**src/logic/adc_seq_pkg.sv**
```systemverilog
// Shared constants for the sweep sequencer: register map, fields, timing.
// Assumes a 32-bit APB slave with byte addresses on word boundaries.
package adc_seq_pkg;
	localparam int ADDR_W = 8;
	localparam int RES_W = 10;
	localparam int CH_W = 3;
	localparam int CNT_W = 7;
	localparam int DIV_W = 4;

	// Register byte offsets
	localparam logic [ADDR_W-1:0] OFF_CTRL = 8'h00;
	localparam logic [ADDR_W-1:0] OFF_STATUS = 8'h04;
	localparam logic [ADDR_W-1:0] OFF_MASK = 8'h08;
	localparam logic [ADDR_W-1:0] OFF_RESULT = 8'h20;
	localparam logic [ADDR_W-1:0] RESULT_MASK = 8'hE0;

	// Control fields
	localparam int F_CHAN = 0;
	localparam int F_MODE = 3;
	localparam int F_START = 6;
	localparam int F_EXT = 7;
	localparam int F_FREQ = 8;
	localparam int F_RES10 = 11;
	localparam int F_SH = 12;
	localparam int F_SWEEP = 13;
	localparam int MODE_W = 3;
	localparam int FREQ_W = 3;
	localparam int SWEEP_W = 2;
	localparam int CTRL_W = 15;
	localparam logic [CTRL_W-1:0] CTRL_RESET = 15'h0800;

	// Status fields
	localparam int F_DONE = 0;
	localparam int F_BUSY = 1;

	// Converter clock cycles per channel
	localparam logic [CNT_W-1:0] CYC_8 = 7'd49;
	localparam logic [CNT_W-1:0] CYC_10 = 7'd59;
	localparam logic [CNT_W-1:0] CYC_8_SH = 7'd28;
	localparam logic [CNT_W-1:0] CYC_10_SH = 7'd33;

	// Divider minus one for each frequency select code
	localparam logic [DIV_W-1:0] DIV_1 = 4'h0;
	localparam logic [DIV_W-1:0] DIV_2 = 4'h1;
	localparam logic [DIV_W-1:0] DIV_3 = 4'h2;
	localparam logic [DIV_W-1:0] DIV_4 = 4'h3;
	localparam logic [DIV_W-1:0] DIV_6 = 4'h5;
	localparam logic [DIV_W-1:0] DIV_12 = 4'hB;

	typedef enum logic [MODE_W-1:0] {
		MODE_ONE_SHOT,
		MODE_REPEAT,
		MODE_SWEEP,
		MODE_REP_SWEEP0,
		MODE_REP_SWEEP1
	} mode_e;

	function automatic logic [DIV_W-1:0] div_m1(input logic [FREQ_W-1:0] sel);
		case (sel)
			3'h0: div_m1 = DIV_1;
			3'h1: div_m1 = DIV_2;
			3'h2: div_m1 = DIV_3;
			3'h3: div_m1 = DIV_4;
			3'h4: div_m1 = DIV_6;
			default: div_m1 = DIV_12;
		endcase
	endfunction

	function automatic logic [CNT_W-1:0] conv_last(input logic res10, input logic sh);
		logic [CNT_W-1:0] n;
		n = sh ? (res10 ? CYC_10_SH : CYC_8_SH) : (res10 ? CYC_10 : CYC_8);
		conv_last = n - 7'd1;
	endfunction
endpackage

```
**src/logic/result_if.sv**
```systemverilog
// Result store port between sequencer and its per-channel result memory.
// Assumes one writer and one registered reader on the same clock.
`timescale 1ns/1ns
interface result_if;
	logic we;
	logic [adc_seq_pkg::CH_W-1:0] waddr;
	logic [adc_seq_pkg::RES_W-1:0] wdata;
	logic [adc_seq_pkg::CH_W-1:0] raddr;
	logic [adc_seq_pkg::RES_W-1:0] rdata;
	modport writer(output we, output waddr, output wdata, output raddr, input rdata);
	modport store(input we, input waddr, input wdata, input raddr, output rdata);
endinterface

```
**src/logic/adc_sweep_sequencer.sv**
```systemverilog
// Converter sequencer: APB registers, clock divider, trigger and sweep control.
// Assumes an analog front end that presents the selected channel's code on
// conv_code at the end of each conversion, where it is stored; all inputs synchronous to pclk.
`timescale 1ns/1ns
module adc_sweep_sequencer #(
	parameter int CHANNELS = 8
) (
	// Clock, reset, enable
	input wire logic pclk,
	input wire logic presetn,
	input wire logic ce,
	// APB slave
	input wire logic psel,
	input wire logic penable,
	input wire logic pwrite,
	input wire logic [adc_seq_pkg::ADDR_W-1:0] paddr,
	input wire logic [31:0] pwdata,
	output logic [31:0] prdata,
	output logic pready,
	output logic pslverr,
	// Trigger pin
	input wire logic external_conversion_trigger,
	// Analog front end
	input wire logic [adc_seq_pkg::RES_W-1:0] conv_code,
	output logic [adc_seq_pkg::CH_W-1:0] analog_channel_sel,
	output logic conv_sample,
	output logic conv_busy,
	// Interrupt
	output logic irq
);
	import adc_seq_pkg::*;

	typedef enum logic {ST_IDLE, ST_CONV} state_e;

	result_if res_port();

	result_mem #(.DEPTH(CHANNELS)) u_mem (
		.pclk(pclk),
		.presetn(presetn),
		.ce(ce),
		.port(res_port)
	);

	logic [CTRL_W-1:0] ctrl_q;
	logic done_q;
	logic mask_q;
	logic irq_q;
	logic [31:0] prdata_q;
	logic pready_q;
	logic pslverr_q;
	logic trig_prev_q;
	state_e state_q;
	logic [CH_W-1:0] chan_q;
	logic [CNT_W-1:0] cnt_q;
	logic [DIV_W-1:0] div_cnt_q;
	// Latched at start so a sweep never sees half-changed settings
	mode_e mode_lat_q;
	logic res10_lat_q;
	logic sh_lat_q;
	logic [DIV_W-1:0] div_lat_q;
	logic [CH_W-1:0] last_lat_q;
	logic [CH_W-1:0] sel_lat_q;

	logic access;
	logic fire;
	logic wr_fire;
	logic is_result;
	logic mapped;
	logic [31:0] rd_mux;
	logic start_q;
	logic ext_mode;
	logic sw_go;
	logic ext_go;
	logic go;
	logic tick;
	logic conv_end;
	logic sweep_lat;
	logic sweep_cfg;
	logic chan_last;
	logic finish;
	logic wrap_done;
	logic done_set;
	logic ctrl_write;
	logic [CTRL_W-1:0] ctrl_src;

	assign start_q = ctrl_q[F_START];
	assign ext_mode = ctrl_q[F_EXT];
	assign sweep_lat = mode_lat_q inside {MODE_SWEEP, MODE_REP_SWEEP0, MODE_REP_SWEEP1};
	// A starting write is taken from pwdata; ctrl_q still holds the old value then
	assign ctrl_src = ctrl_write ? pwdata[CTRL_W-1:0] : ctrl_q;
	assign sweep_cfg = ctrl_src[F_MODE +: MODE_W] inside {MODE_SWEEP, MODE_REP_SWEEP0,
		MODE_REP_SWEEP1};

	// APB handshake: one wait state, so result reads see the registered port
	assign access = psel && penable && !pready_q;
	assign fire = psel && penable && pready_q;
	assign wr_fire = fire && pwrite && !pslverr_q;
	assign is_result = (paddr & RESULT_MASK) == OFF_RESULT;
	assign mapped = is_result || paddr == OFF_CTRL || paddr == OFF_STATUS || paddr == OFF_MASK;
	assign ctrl_write = wr_fire && paddr == OFF_CTRL;

	always_comb begin
		rd_mux = '0;
		if (is_result) begin
			rd_mux[RES_W-1:0] = res_port.rdata;
		end else if (paddr == OFF_CTRL) begin
			rd_mux[CTRL_W-1:0] = ctrl_q;
		end else if (paddr == OFF_STATUS) begin
			rd_mux[F_DONE] = done_q;
			rd_mux[F_BUSY] = state_q == ST_CONV;
		end else if (paddr == OFF_MASK) begin
			rd_mux[F_DONE] = mask_q;
		end
	end

	always_ff @(posedge pclk or negedge presetn) begin
		if (!presetn) begin
			pready_q <= 1'b0;
			pslverr_q <= 1'b0;
			prdata_q <= '0;
		end else if (ce) begin
			pready_q <= access;
			if (access) begin
				pslverr_q <= !mapped;
				prdata_q <= rd_mux;
			end else begin
				pslverr_q <= 1'b0;
			end
		end
	end

	// Trigger decode
	assign sw_go = ctrl_write && pwdata[F_START] && !start_q && !pwdata[F_EXT];
	assign ext_go = ext_mode && start_q && trig_prev_q && !external_conversion_trigger;
	assign go = sw_go || ext_go;

	always_ff @(posedge pclk or negedge presetn) begin
		if (!presetn) begin
			trig_prev_q <= 1'b1;
		end else if (ce) begin
			trig_prev_q <= external_conversion_trigger;
		end
	end

	// Converter clock and per-channel cycle count
	assign tick = div_cnt_q == div_lat_q;
	assign conv_end = state_q == ST_CONV && tick && cnt_q == conv_last(res10_lat_q, sh_lat_q);
	assign chan_last = chan_q == last_lat_q;
	assign finish = conv_end && ((mode_lat_q == MODE_ONE_SHOT)
		|| (mode_lat_q == MODE_SWEEP && chan_last));
	assign wrap_done = conv_end && chan_last
		&& (mode_lat_q == MODE_REP_SWEEP0 || mode_lat_q == MODE_REP_SWEEP1);
	assign done_set = finish || wrap_done;

	always_ff @(posedge pclk or negedge presetn) begin
		if (!presetn) begin
			div_cnt_q <= '0;
		end else if (ce) begin
			if (go || state_q != ST_CONV || tick) begin
				div_cnt_q <= '0;
			end else begin
				div_cnt_q <= div_cnt_q + 4'h1;
			end
		end
	end

	// Settings latch
	always_ff @(posedge pclk or negedge presetn) begin
		if (!presetn) begin
			mode_lat_q <= MODE_ONE_SHOT;
			res10_lat_q <= 1'b1;
			sh_lat_q <= 1'b0;
			div_lat_q <= DIV_1;
			last_lat_q <= '0;
			sel_lat_q <= '0;
		end else if (ce && go) begin
			mode_lat_q <= mode_e'(ctrl_src[F_MODE +: MODE_W]);
			res10_lat_q <= ctrl_src[F_RES10];
			sh_lat_q <= ctrl_src[F_SH];
			div_lat_q <= div_m1(ctrl_src[F_FREQ +: FREQ_W]);
			last_lat_q <= {ctrl_src[F_SWEEP +: SWEEP_W], 1'b1};
			sel_lat_q <= ctrl_src[F_CHAN +: CH_W];
		end
	end

	// Sequencer
	always_ff @(posedge pclk or negedge presetn) begin
		if (!presetn) begin
			state_q <= ST_IDLE;
			chan_q <= '0;
			cnt_q <= '0;
		end else if (ce) begin
			if (go) begin
				state_q <= ST_CONV;
				chan_q <= sweep_cfg ? '0 : ctrl_src[F_CHAN +: CH_W];
				cnt_q <= '0;
			end else if (state_q == ST_CONV) begin
				if (!start_q || finish) begin
					state_q <= ST_IDLE;
					cnt_q <= '0;
				end else if (conv_end) begin
					cnt_q <= '0;
					if (sweep_lat) begin
						chan_q <= chan_last ? '0 : chan_q + 3'd1;
					end else begin
						chan_q <= sel_lat_q;
					end
				end else if (tick) begin
					cnt_q <= cnt_q + 7'd1;
				end
			end
		end
	end

	// Result store: one word per channel, 8-bit results right-aligned
	assign res_port.we = ce && conv_end;
	assign res_port.waddr = chan_q;
	assign res_port.wdata = res10_lat_q ? conv_code : {2'b00, conv_code[RES_W-1:2]};
	assign res_port.raddr = paddr[2 +: CH_W];

	// Control register; hardware clear of start loses to a software write
	always_ff @(posedge pclk or negedge presetn) begin
		if (!presetn) begin
			ctrl_q <= CTRL_RESET;
		end else if (ce) begin
			if (ctrl_write) begin
				ctrl_q <= pwdata[CTRL_W-1:0];
			end else if (finish) begin
				ctrl_q[F_START] <= 1'b0;
			end
		end
	end

	// Status and mask; a completion in the clearing cycle is kept
	always_ff @(posedge pclk or negedge presetn) begin
		if (!presetn) begin
			done_q <= 1'b0;
		end else if (ce) begin
			if (done_set) begin
				done_q <= 1'b1;
			end else if (wr_fire && paddr == OFF_STATUS && pwdata[F_DONE]) begin
				done_q <= 1'b0;
			end
		end
	end

	always_ff @(posedge pclk or negedge presetn) begin
		if (!presetn) begin
			mask_q <= 1'b0;
		end else if (ce && wr_fire && paddr == OFF_MASK) begin
			mask_q <= pwdata[F_DONE];
		end
	end

	always_ff @(posedge pclk or negedge presetn) begin
		if (!presetn) begin
			irq_q <= 1'b0;
		end else if (ce) begin
			irq_q <= done_q && mask_q;
		end
	end

	// Front-end drive
	logic [CH_W-1:0] sel_out_q;
	logic sample_q;
	logic busy_q;

	always_ff @(posedge pclk or negedge presetn) begin
		if (!presetn) begin
			sel_out_q <= '0;
			sample_q <= 1'b0;
			busy_q <= 1'b0;
		end else if (ce) begin
			sel_out_q <= chan_q;
			sample_q <= state_q == ST_CONV && cnt_q == '0;
			busy_q <= state_q == ST_CONV;
		end
	end

	assign prdata = prdata_q;
	assign pready = pready_q;
	assign pslverr = pslverr_q;
	assign analog_channel_sel = sel_out_q;
	assign conv_sample = sample_q;
	assign conv_busy = busy_q;
	assign irq = irq_q;

	// Checks
	a_irq_from_status: assert property (@(posedge pclk) disable iff (!presetn)
		ce |=> irq_q == $past(done_q && mask_q)) else $error("irq not tracking done and mask");

	a_conv_cycle_count: assert property (@(posedge pclk) disable iff (!presetn)
		res_port.we |-> cnt_q == (sh_lat_q ? (res10_lat_q ? CYC_10_SH : CYC_8_SH)
		: (res10_lat_q ? CYC_10 : CYC_8)) - 7'd1) else $error("conversion length wrong");

	a_sh_short_count: assert property (@(posedge pclk) disable iff (!presetn)
		(res_port.we && sh_lat_q && !res10_lat_q) |-> cnt_q == 7'd27)
		else $error("sample-hold 8-bit length wrong");

	a_sweep_ascends: assert property (@(posedge pclk) disable iff (!presetn)
		(ce && conv_end && sweep_lat && !chan_last && start_q && !go)
		|=> chan_q == $past(chan_q) + 3'd1) else $error("sweep order broken");

	a_sweep_clears_start: assert property (@(posedge pclk) disable iff (!presetn)
		(ce && finish && !ctrl_write && !go) |=> !start_q && state_q == ST_IDLE)
		else $error("sweep did not stop");

	a_done_on_sweep: assert property (@(posedge pclk) disable iff (!presetn)
		(ce && done_set) |=> done_q ##1 (!ce || irq_q || !mask_q || !done_q))
		else $error("completion not flagged");

	a_ext_restart: assert property (@(posedge pclk) disable iff (!presetn)
		(ce && ext_go) |=> state_q == ST_CONV && cnt_q == '0 && div_cnt_q == '0)
		else $error("external edge did not restart");

	a_sw_start: assert property (@(posedge pclk) disable iff (!presetn)
		(ce && sw_go) |=> state_q == ST_CONV) else $error("software start ignored");

	a_cfg_frozen: assert property (@(posedge pclk) disable iff (!presetn)
		(state_q == ST_CONV && !go) |=> $stable(res10_lat_q) && $stable(div_lat_q)
		&& $stable(mode_lat_q)) else $error("settings changed mid conversion");

	a_result_high_zero: assert property (@(posedge pclk) disable iff (!presetn)
		(pready_q && is_result) |-> prdata_q[31:RES_W] == '0) else $error("result upper bits set");

	a_div_spacing: assert property (@(posedge pclk) disable iff (!presetn)
		(ce && state_q == ST_CONV && tick && !go && div_lat_q == DIV_3)
		|=> !tick ##1 (!tick || div_lat_q != DIV_3)) else $error("divider tick spacing wrong");

	c_single_sweep: cover property (@(posedge pclk) disable iff (!presetn)
		finish && mode_lat_q == MODE_SWEEP);
	c_ext_retrigger: cover property (@(posedge pclk) disable iff (!presetn)
		ext_go && state_q == ST_CONV);
	c_sweep_wrap: cover property (@(posedge pclk) disable iff (!presetn) wrap_done);
endmodule // adc_sweep_sequencer

```
**src/logic/result_mem.sv**
```systemverilog
// One result word per channel, registered read port.
// Assumes writer and reader share pclk; ce freezes it.
`timescale 1ns/1ns
module result_mem #(
	parameter int DEPTH = 8
) (
	// Clock and reset
	input wire logic pclk,
	input wire logic presetn,
	input wire logic ce,
	// Access port
	result_if.store port
);
	import adc_seq_pkg::*;

	logic [RES_W-1:0] mem_q [DEPTH];
	logic [RES_W-1:0] rdata_q;

	always_ff @(posedge pclk or negedge presetn) begin
		if (!presetn) begin
			for (int i = 0; i < DEPTH; i++) begin
				mem_q[i] <= '0;
			end
		end else if (ce && port.we) begin
			mem_q[port.waddr] <= port.wdata;
		end
	end

	always_ff @(posedge pclk or negedge presetn) begin
		if (!presetn) begin
			rdata_q <= '0;
		end else if (ce) begin
			rdata_q <= mem_q[port.raddr];
		end
	end

	assign port.rdata = rdata_q;
endmodule // result_mem
```
**config.mk**
```make
export PLATFORM = sky130hd
export DESIGN_NAME = adc_sweep_sequencer
export DESIGN_NICKNAME = d
export VERILOG_FILES = /design/src/logic/adc_seq_pkg.sv /design/src/logic/result_if.sv /design/src/logic/adc_sweep_sequencer.sv /design/src/logic/result_mem.sv
export SDC_FILE = /design/constraint.sdc
export NUM_CORES = 1
export LEC_CHECK = 0
export BUFFER_PORTS_ARGS = -buffer_cell sky130_fd_sc_hd__buf_4
export CORE_UTILIZATION = 45
export DETAILED_ROUTE_END_ITERATION = 6
export RECOVER_POWER = 50
export SYNTH_ARGS = -nofsm -noshare
export SYNTH_HDL_FRONTEND = slang
export SYNTH_HIERARCHICAL = 1
export SYNTH_SLANG_ARGS = --single-unit
```
**constraint.sdc**
```tcl
create_clock -name pclk -period 9.2 [get_ports pclk]
set_clock_uncertainty 0.2 [all_clocks]
set_input_delay 1.38 -clock pclk [delete_from_list [all_inputs] [get_ports pclk]]
set_output_delay 1.38 -clock pclk [all_outputs]
set_load 0.01 [all_outputs]
```
======== Yosys cells after proc, flatten, opt, wreduce, memory -nomap -nowiden ========
Cells that the tools add are included.
Widths: inputs -> output; s select.
storage, ports and cells
  bits in registers ....................... 161
  input port bits ......................... 57
  logic and storage cells ................. 159
operators by class
  add/sub/neg operators ................... 4
  order comparisons ....................... 3
  equal/unequal tests ..................... 17
  multiplexer cells ....................... 40
  bitwise operators ....................... 3
  reductions and logical operators ........ 61
operators by type and width
  cell                 count
  $bwmux 80            1
  $mux 10              5
  $mux 7               5
  $bmux 10 s3          1
  $demux 10 s3         1
  $logic_and 1x1->1    28
  $mux 3               7
  $pmux 4 s5           1
  $eq 3x2->1 const B   6
  $mux 15              1
  $mux 13              1
  $mux 6               2
  $mux 1               11
  $logic_or 1x1->1     10
  $eq 3x3->1 const B   3
  $eq 8x3->1 const B   1
  $eq 8x4->1 const B   1
  $ge 4x4->1 const B   2
  $logic_not 8->1      1
  $mux 4               2
  $not 3->4            2
  $reduce_and 2->1     4
  $reduce_bool 2->1    4
  $add 7x1->7 const B  1
  19 further kinds     27

======== Depth between registers and ports, before layout ========
  depth in word-level cells ............... 12
  gate-level depth with buffers ........... 11
  depth with buffers taken out ............ 9

======== Hierarchy ========
The synthesis kept the hierarchy.
modules (own cells, without submodules)
  module               times used  cells an instance  area each (µm²)  sequential area each (µm²)
  result_mem           1           290                4,061.4          2,252.2
  adc_sweep_sequencer  1           390                3,971.3          1,780.5

======== Worst setup path before layout ========
OpenSTA, ideal clock, no wires.
  kind .................................... input to register
  from .................................... in ce
  to ...................................... reg u_mem/mem_q[60] in the netlist's numbering
  setup time .............................. 125 ps
  data arrival time ....................... 3,227 ps
  required time ........................... 8,875 ps
  slack ................................... 5,648 ps
  cell stages on the path ................. 8
  path buffers ............................ 3
  cells stage by stage .................... clkbuf_1 clkbuf_1 nand3_1 nor4_1 nand3_1 or3_1 buf_6 mux2_2
on the way
  word-level cells in the longest chain between the ends .. 2
RTL lines
  element                         RTL line                    text
  start: declaration              adc_sweep_sequencer.sv:11   input wire logic ce,
  $logic_and 1x1->1               adc_sweep_sequencer.sv:216  assign res_port.we = ce && conv_end;
  via res_port.we                 result_if.sv:5              logic we;
  $logic_and 1x1->1               result_mem.sv:24            end else if (ce && port.we) begin
  end signal: indexed assignment  result_mem.sv:25            mem_q[port.waddr] <= port.wdata;
  end: declaration                result_mem.sv:16            logic [RES_W-1:0] mem_q [DEPTH];
The timed path passes the listed nets, and every way through them passes these cells.
A chain may end at the register's enable or synchronous reset.

==> impl_metrics.env <==
export IMPL_netlist_area_um2=8033
export IMPL_whs_ns=0.2688
export IMPL_portBuffers=62
export IMPL_drt_pre_antenna_iters=5
export IMPL_drt_iter0_drc=358
export IMPL_route_vias_total=5517
export IMPL_p_leak_nw=4.376
export IMPL_routedWlPerCell_um=20.00
export IMPL_rsz0062_at_grt="false"
export IMPL_start_util_pct=46.28
export IMPL_grt_overflow_total=0
export IMPL_path_class="input port to asynchronous set/reset pin"
export IMPL_cts_tree="yes"
export IMPL_cp_slowest_stage_delay_ns=3.26
export IMPL_path_cells="clkbuf_1 > buf_4"
export IMPL_cts_root_buffer="clkbuf_16"
export IMPL_finalHoldViolations=0
export IMPL_ys_types=66
export IMPL_final_core_util_pct=52.34
export IMPL_synth_edff_count=0
export IMPL_syn_to_final_growth_pct=13.08
export IMPL_diodes=0
export IMPL_maxClockFrequency_mhz=175.7
export IMPL_track_usage_pct=22.38
export IMPL_postSynthCellCount=680
export IMPL_cts_resized=0
export IMPL_cp_startpoint="presetn"
export IMPL_clockBufferDepth=2
export IMPL_finalSetupViolations=0
export IMPL_die_h_um=135.6
export IMPL_fillers=1551
export IMPL_place_detailed_hpwl_um=12740
export IMPL_grt_max_degree=87
export IMPL_final_cell_mix="158 x dfrtp_1, 108 x mux2_2, 51 x nand2_1, 44 x mux2i_1, 38 x buf_4"
export IMPL_placed_cells=940
export IMPL_synth_top_area_cell="dfrtp_1"
export IMPL_cts_hold_buf=0
export IMPL_viasPerCell=5.676
export IMPL_yosysWarnings=6
export IMPL_synth_seq_cells=161
export IMPL_clock_sinks=161
export IMPL_ys_flop_type="dfrtp_1"
export IMPL_async_flop_share_pct=100.0
export IMPL_max_slew_margin_pct=-216.4
export IMPL_h_tree_depth=4
export IMPL_core_area_um2=17360
export IMPL_final_common_cell="dfrtp_1"
export IMPL_path_buf_inv=2
export IMPL_routed_wl_um=19440
export IMPL_worstHoldStart="ctrl_q[11]"
export IMPL_hp_class="flop to flop"
export IMPL_worst_slew_pin_slew_ns=4.746
export IMPL_period_share_pct=61.88
export IMPL_status="finished, violations left"
export IMPL_ys_top_cells_by_area="dfrtp_1 49%, mux2_2 15%, mux2i_1 5.5%"
export IMPL_worstSetupEndpointType="asynchronous set/reset pin"
export IMPL_ant_nets=0
export IMPL_drv_slew=132
export IMPL_rows=48
export IMPL_grt_pass1_vias=5626
export IMPL_insertion_delay_ns=0.43
export IMPL_drive_above_1_share_pct=27.31
export IMPL_gp_congestion=0.7962
export IMPL_ir_worst_vdd_uv=140.1
export IMPL_arrival_ns=5.91
export IMPL_worstPathRequired_ns=9.41
export IMPL_worstSetupStartpointType="input port"
export IMPL_worstPathMaxFanout=86
export IMPL_fin_crit_ns=5.693
export IMPL_grt_pass1_wl_um=30750
export IMPL_cp_top_family="buffers and inverters"
export IMPL_nNetsFinal=799
export IMPL_final_cells=972
export IMPL_antenna_found_initial=0
export IMPL_violations="max-capacitance violations, max-slew violations"
export IMPL_worstReg2RegStart="res10_lat_q"
export IMPL_slowest_stage="clkbuf_1"
export IMPL_maxCapViolCount=2
export IMPL_ys_seq_area_share_pct=50.20
export IMPL_numCtsBuffers=17
export IMPL_drc=0
export IMPL_post_cts_setup_buffer_count=0
export IMPL_die_area_um2=18390
export IMPL_pin_count=97
export IMPL_clk_pin_slew_ns=0.06
export IMPL_synth_top_cell_area_share_pct=49.22
export IMPL_avgSynthCellArea_um2=11.81
export IMPL_p_per_area_nw_per_um2=178.3
export IMPL_setup_tns_ns=0
export IMPL_die_w_um=135.6
-- registers in the layout (all words and copies together), names as in the netlist, 3 cells and up --
register            count
u_mem/port.rdata       10
div_lat_q               4
div_cnt_q               4
sel_lat_q               3
cnt_q                   7
ctrl_q                 15
analog_channel_sel      3
last_lat_q              3
prdata                 15
u_mem/mem_q            80
mode_lat_q              3
chan_q                  3
-- final cells by class --
class,count,area (µm²),area share [%]
Tap cell,225,281.5,3.099
Clock buffer,22,464.2,5.110
Timing Repair Buffer,64,382.9,4.215
Clock inverter,10,123.9,1.364
Multi-Input combinational cell,473,3735,41.12
Inverter,17,63.81,0.7025
Sequential cell,161,4033,44.39
-- power by group --
part | internal (mW) | switching (mW) | leakage [nW]
clock network | 0.417 | 0.291 | 0.282
logic | 0.0634 | 0.0825 | 1.91
registers | 0.734 | 0.0322 | 2.18
total | 1.21 | 0.406 | 4.38
-- metal layers --
metal	routed length [µm]	vias up	GRT usage [%]
met1	8765	2823	29.40
li1	-	2543	-
met4	317	0	7.241
met2	9548	129	36.76
met5	0	-	0
met3	809	22	4.676
-- cells in the mapped netlist (all sizes together) (13+ instances only) --
master,n
nor2,19
a22oi,22
nand3,18
mux2,109
dfrtp,158
o21ai,31
clkbuf,13
a22o,13
inv,17
buf,32
nor2b,22
mux2i,44
nand2,52
-- per-stage QoR --
stage	instance area (µm²)	power, mW	worst slack [ns]
3_5_place_dp	8597	0.9299	4.828
5_1_grt	9084	1.684	2.608
2_1_floorplan	8093	0.8631	5.648
6_report	9084	1.620	3.507
4_1_cts	9185	1.640	5.206
3_3_place_gp	8597	0.9246	4.853
-- cells by family (layout without fill, tap and decap cells) --
logic type      after synthesis  count (layout)  share of synthesized area (%)
compound gates              119             119                          11.09
xor+xnor                     10              10                          1.090
fa+ha+maj                     8               8                          1.246
buf+inv                      62             113                          4.050
flops                       161             161                          50.20
mux                         153             153                          20.81
other cells                   1              17                        0.04668
simple gates                166             166                          11.46
-- final timing paths --
check,end,slack [ns],cells after the start
worst max-delay path,last_lat_q[0],3.51,2
worst min-delay path,ctrl_q[11],0.27,2
worst max register to register,u_mem/mem_q[48],5.04,9
worst min register to register,ctrl_q[11],0.27,2
max in group pclk,prdata[12],4.11,6
min in group asynchronous,cnt_q[2],2.44,1
Power figures use the tool's default switching activity.
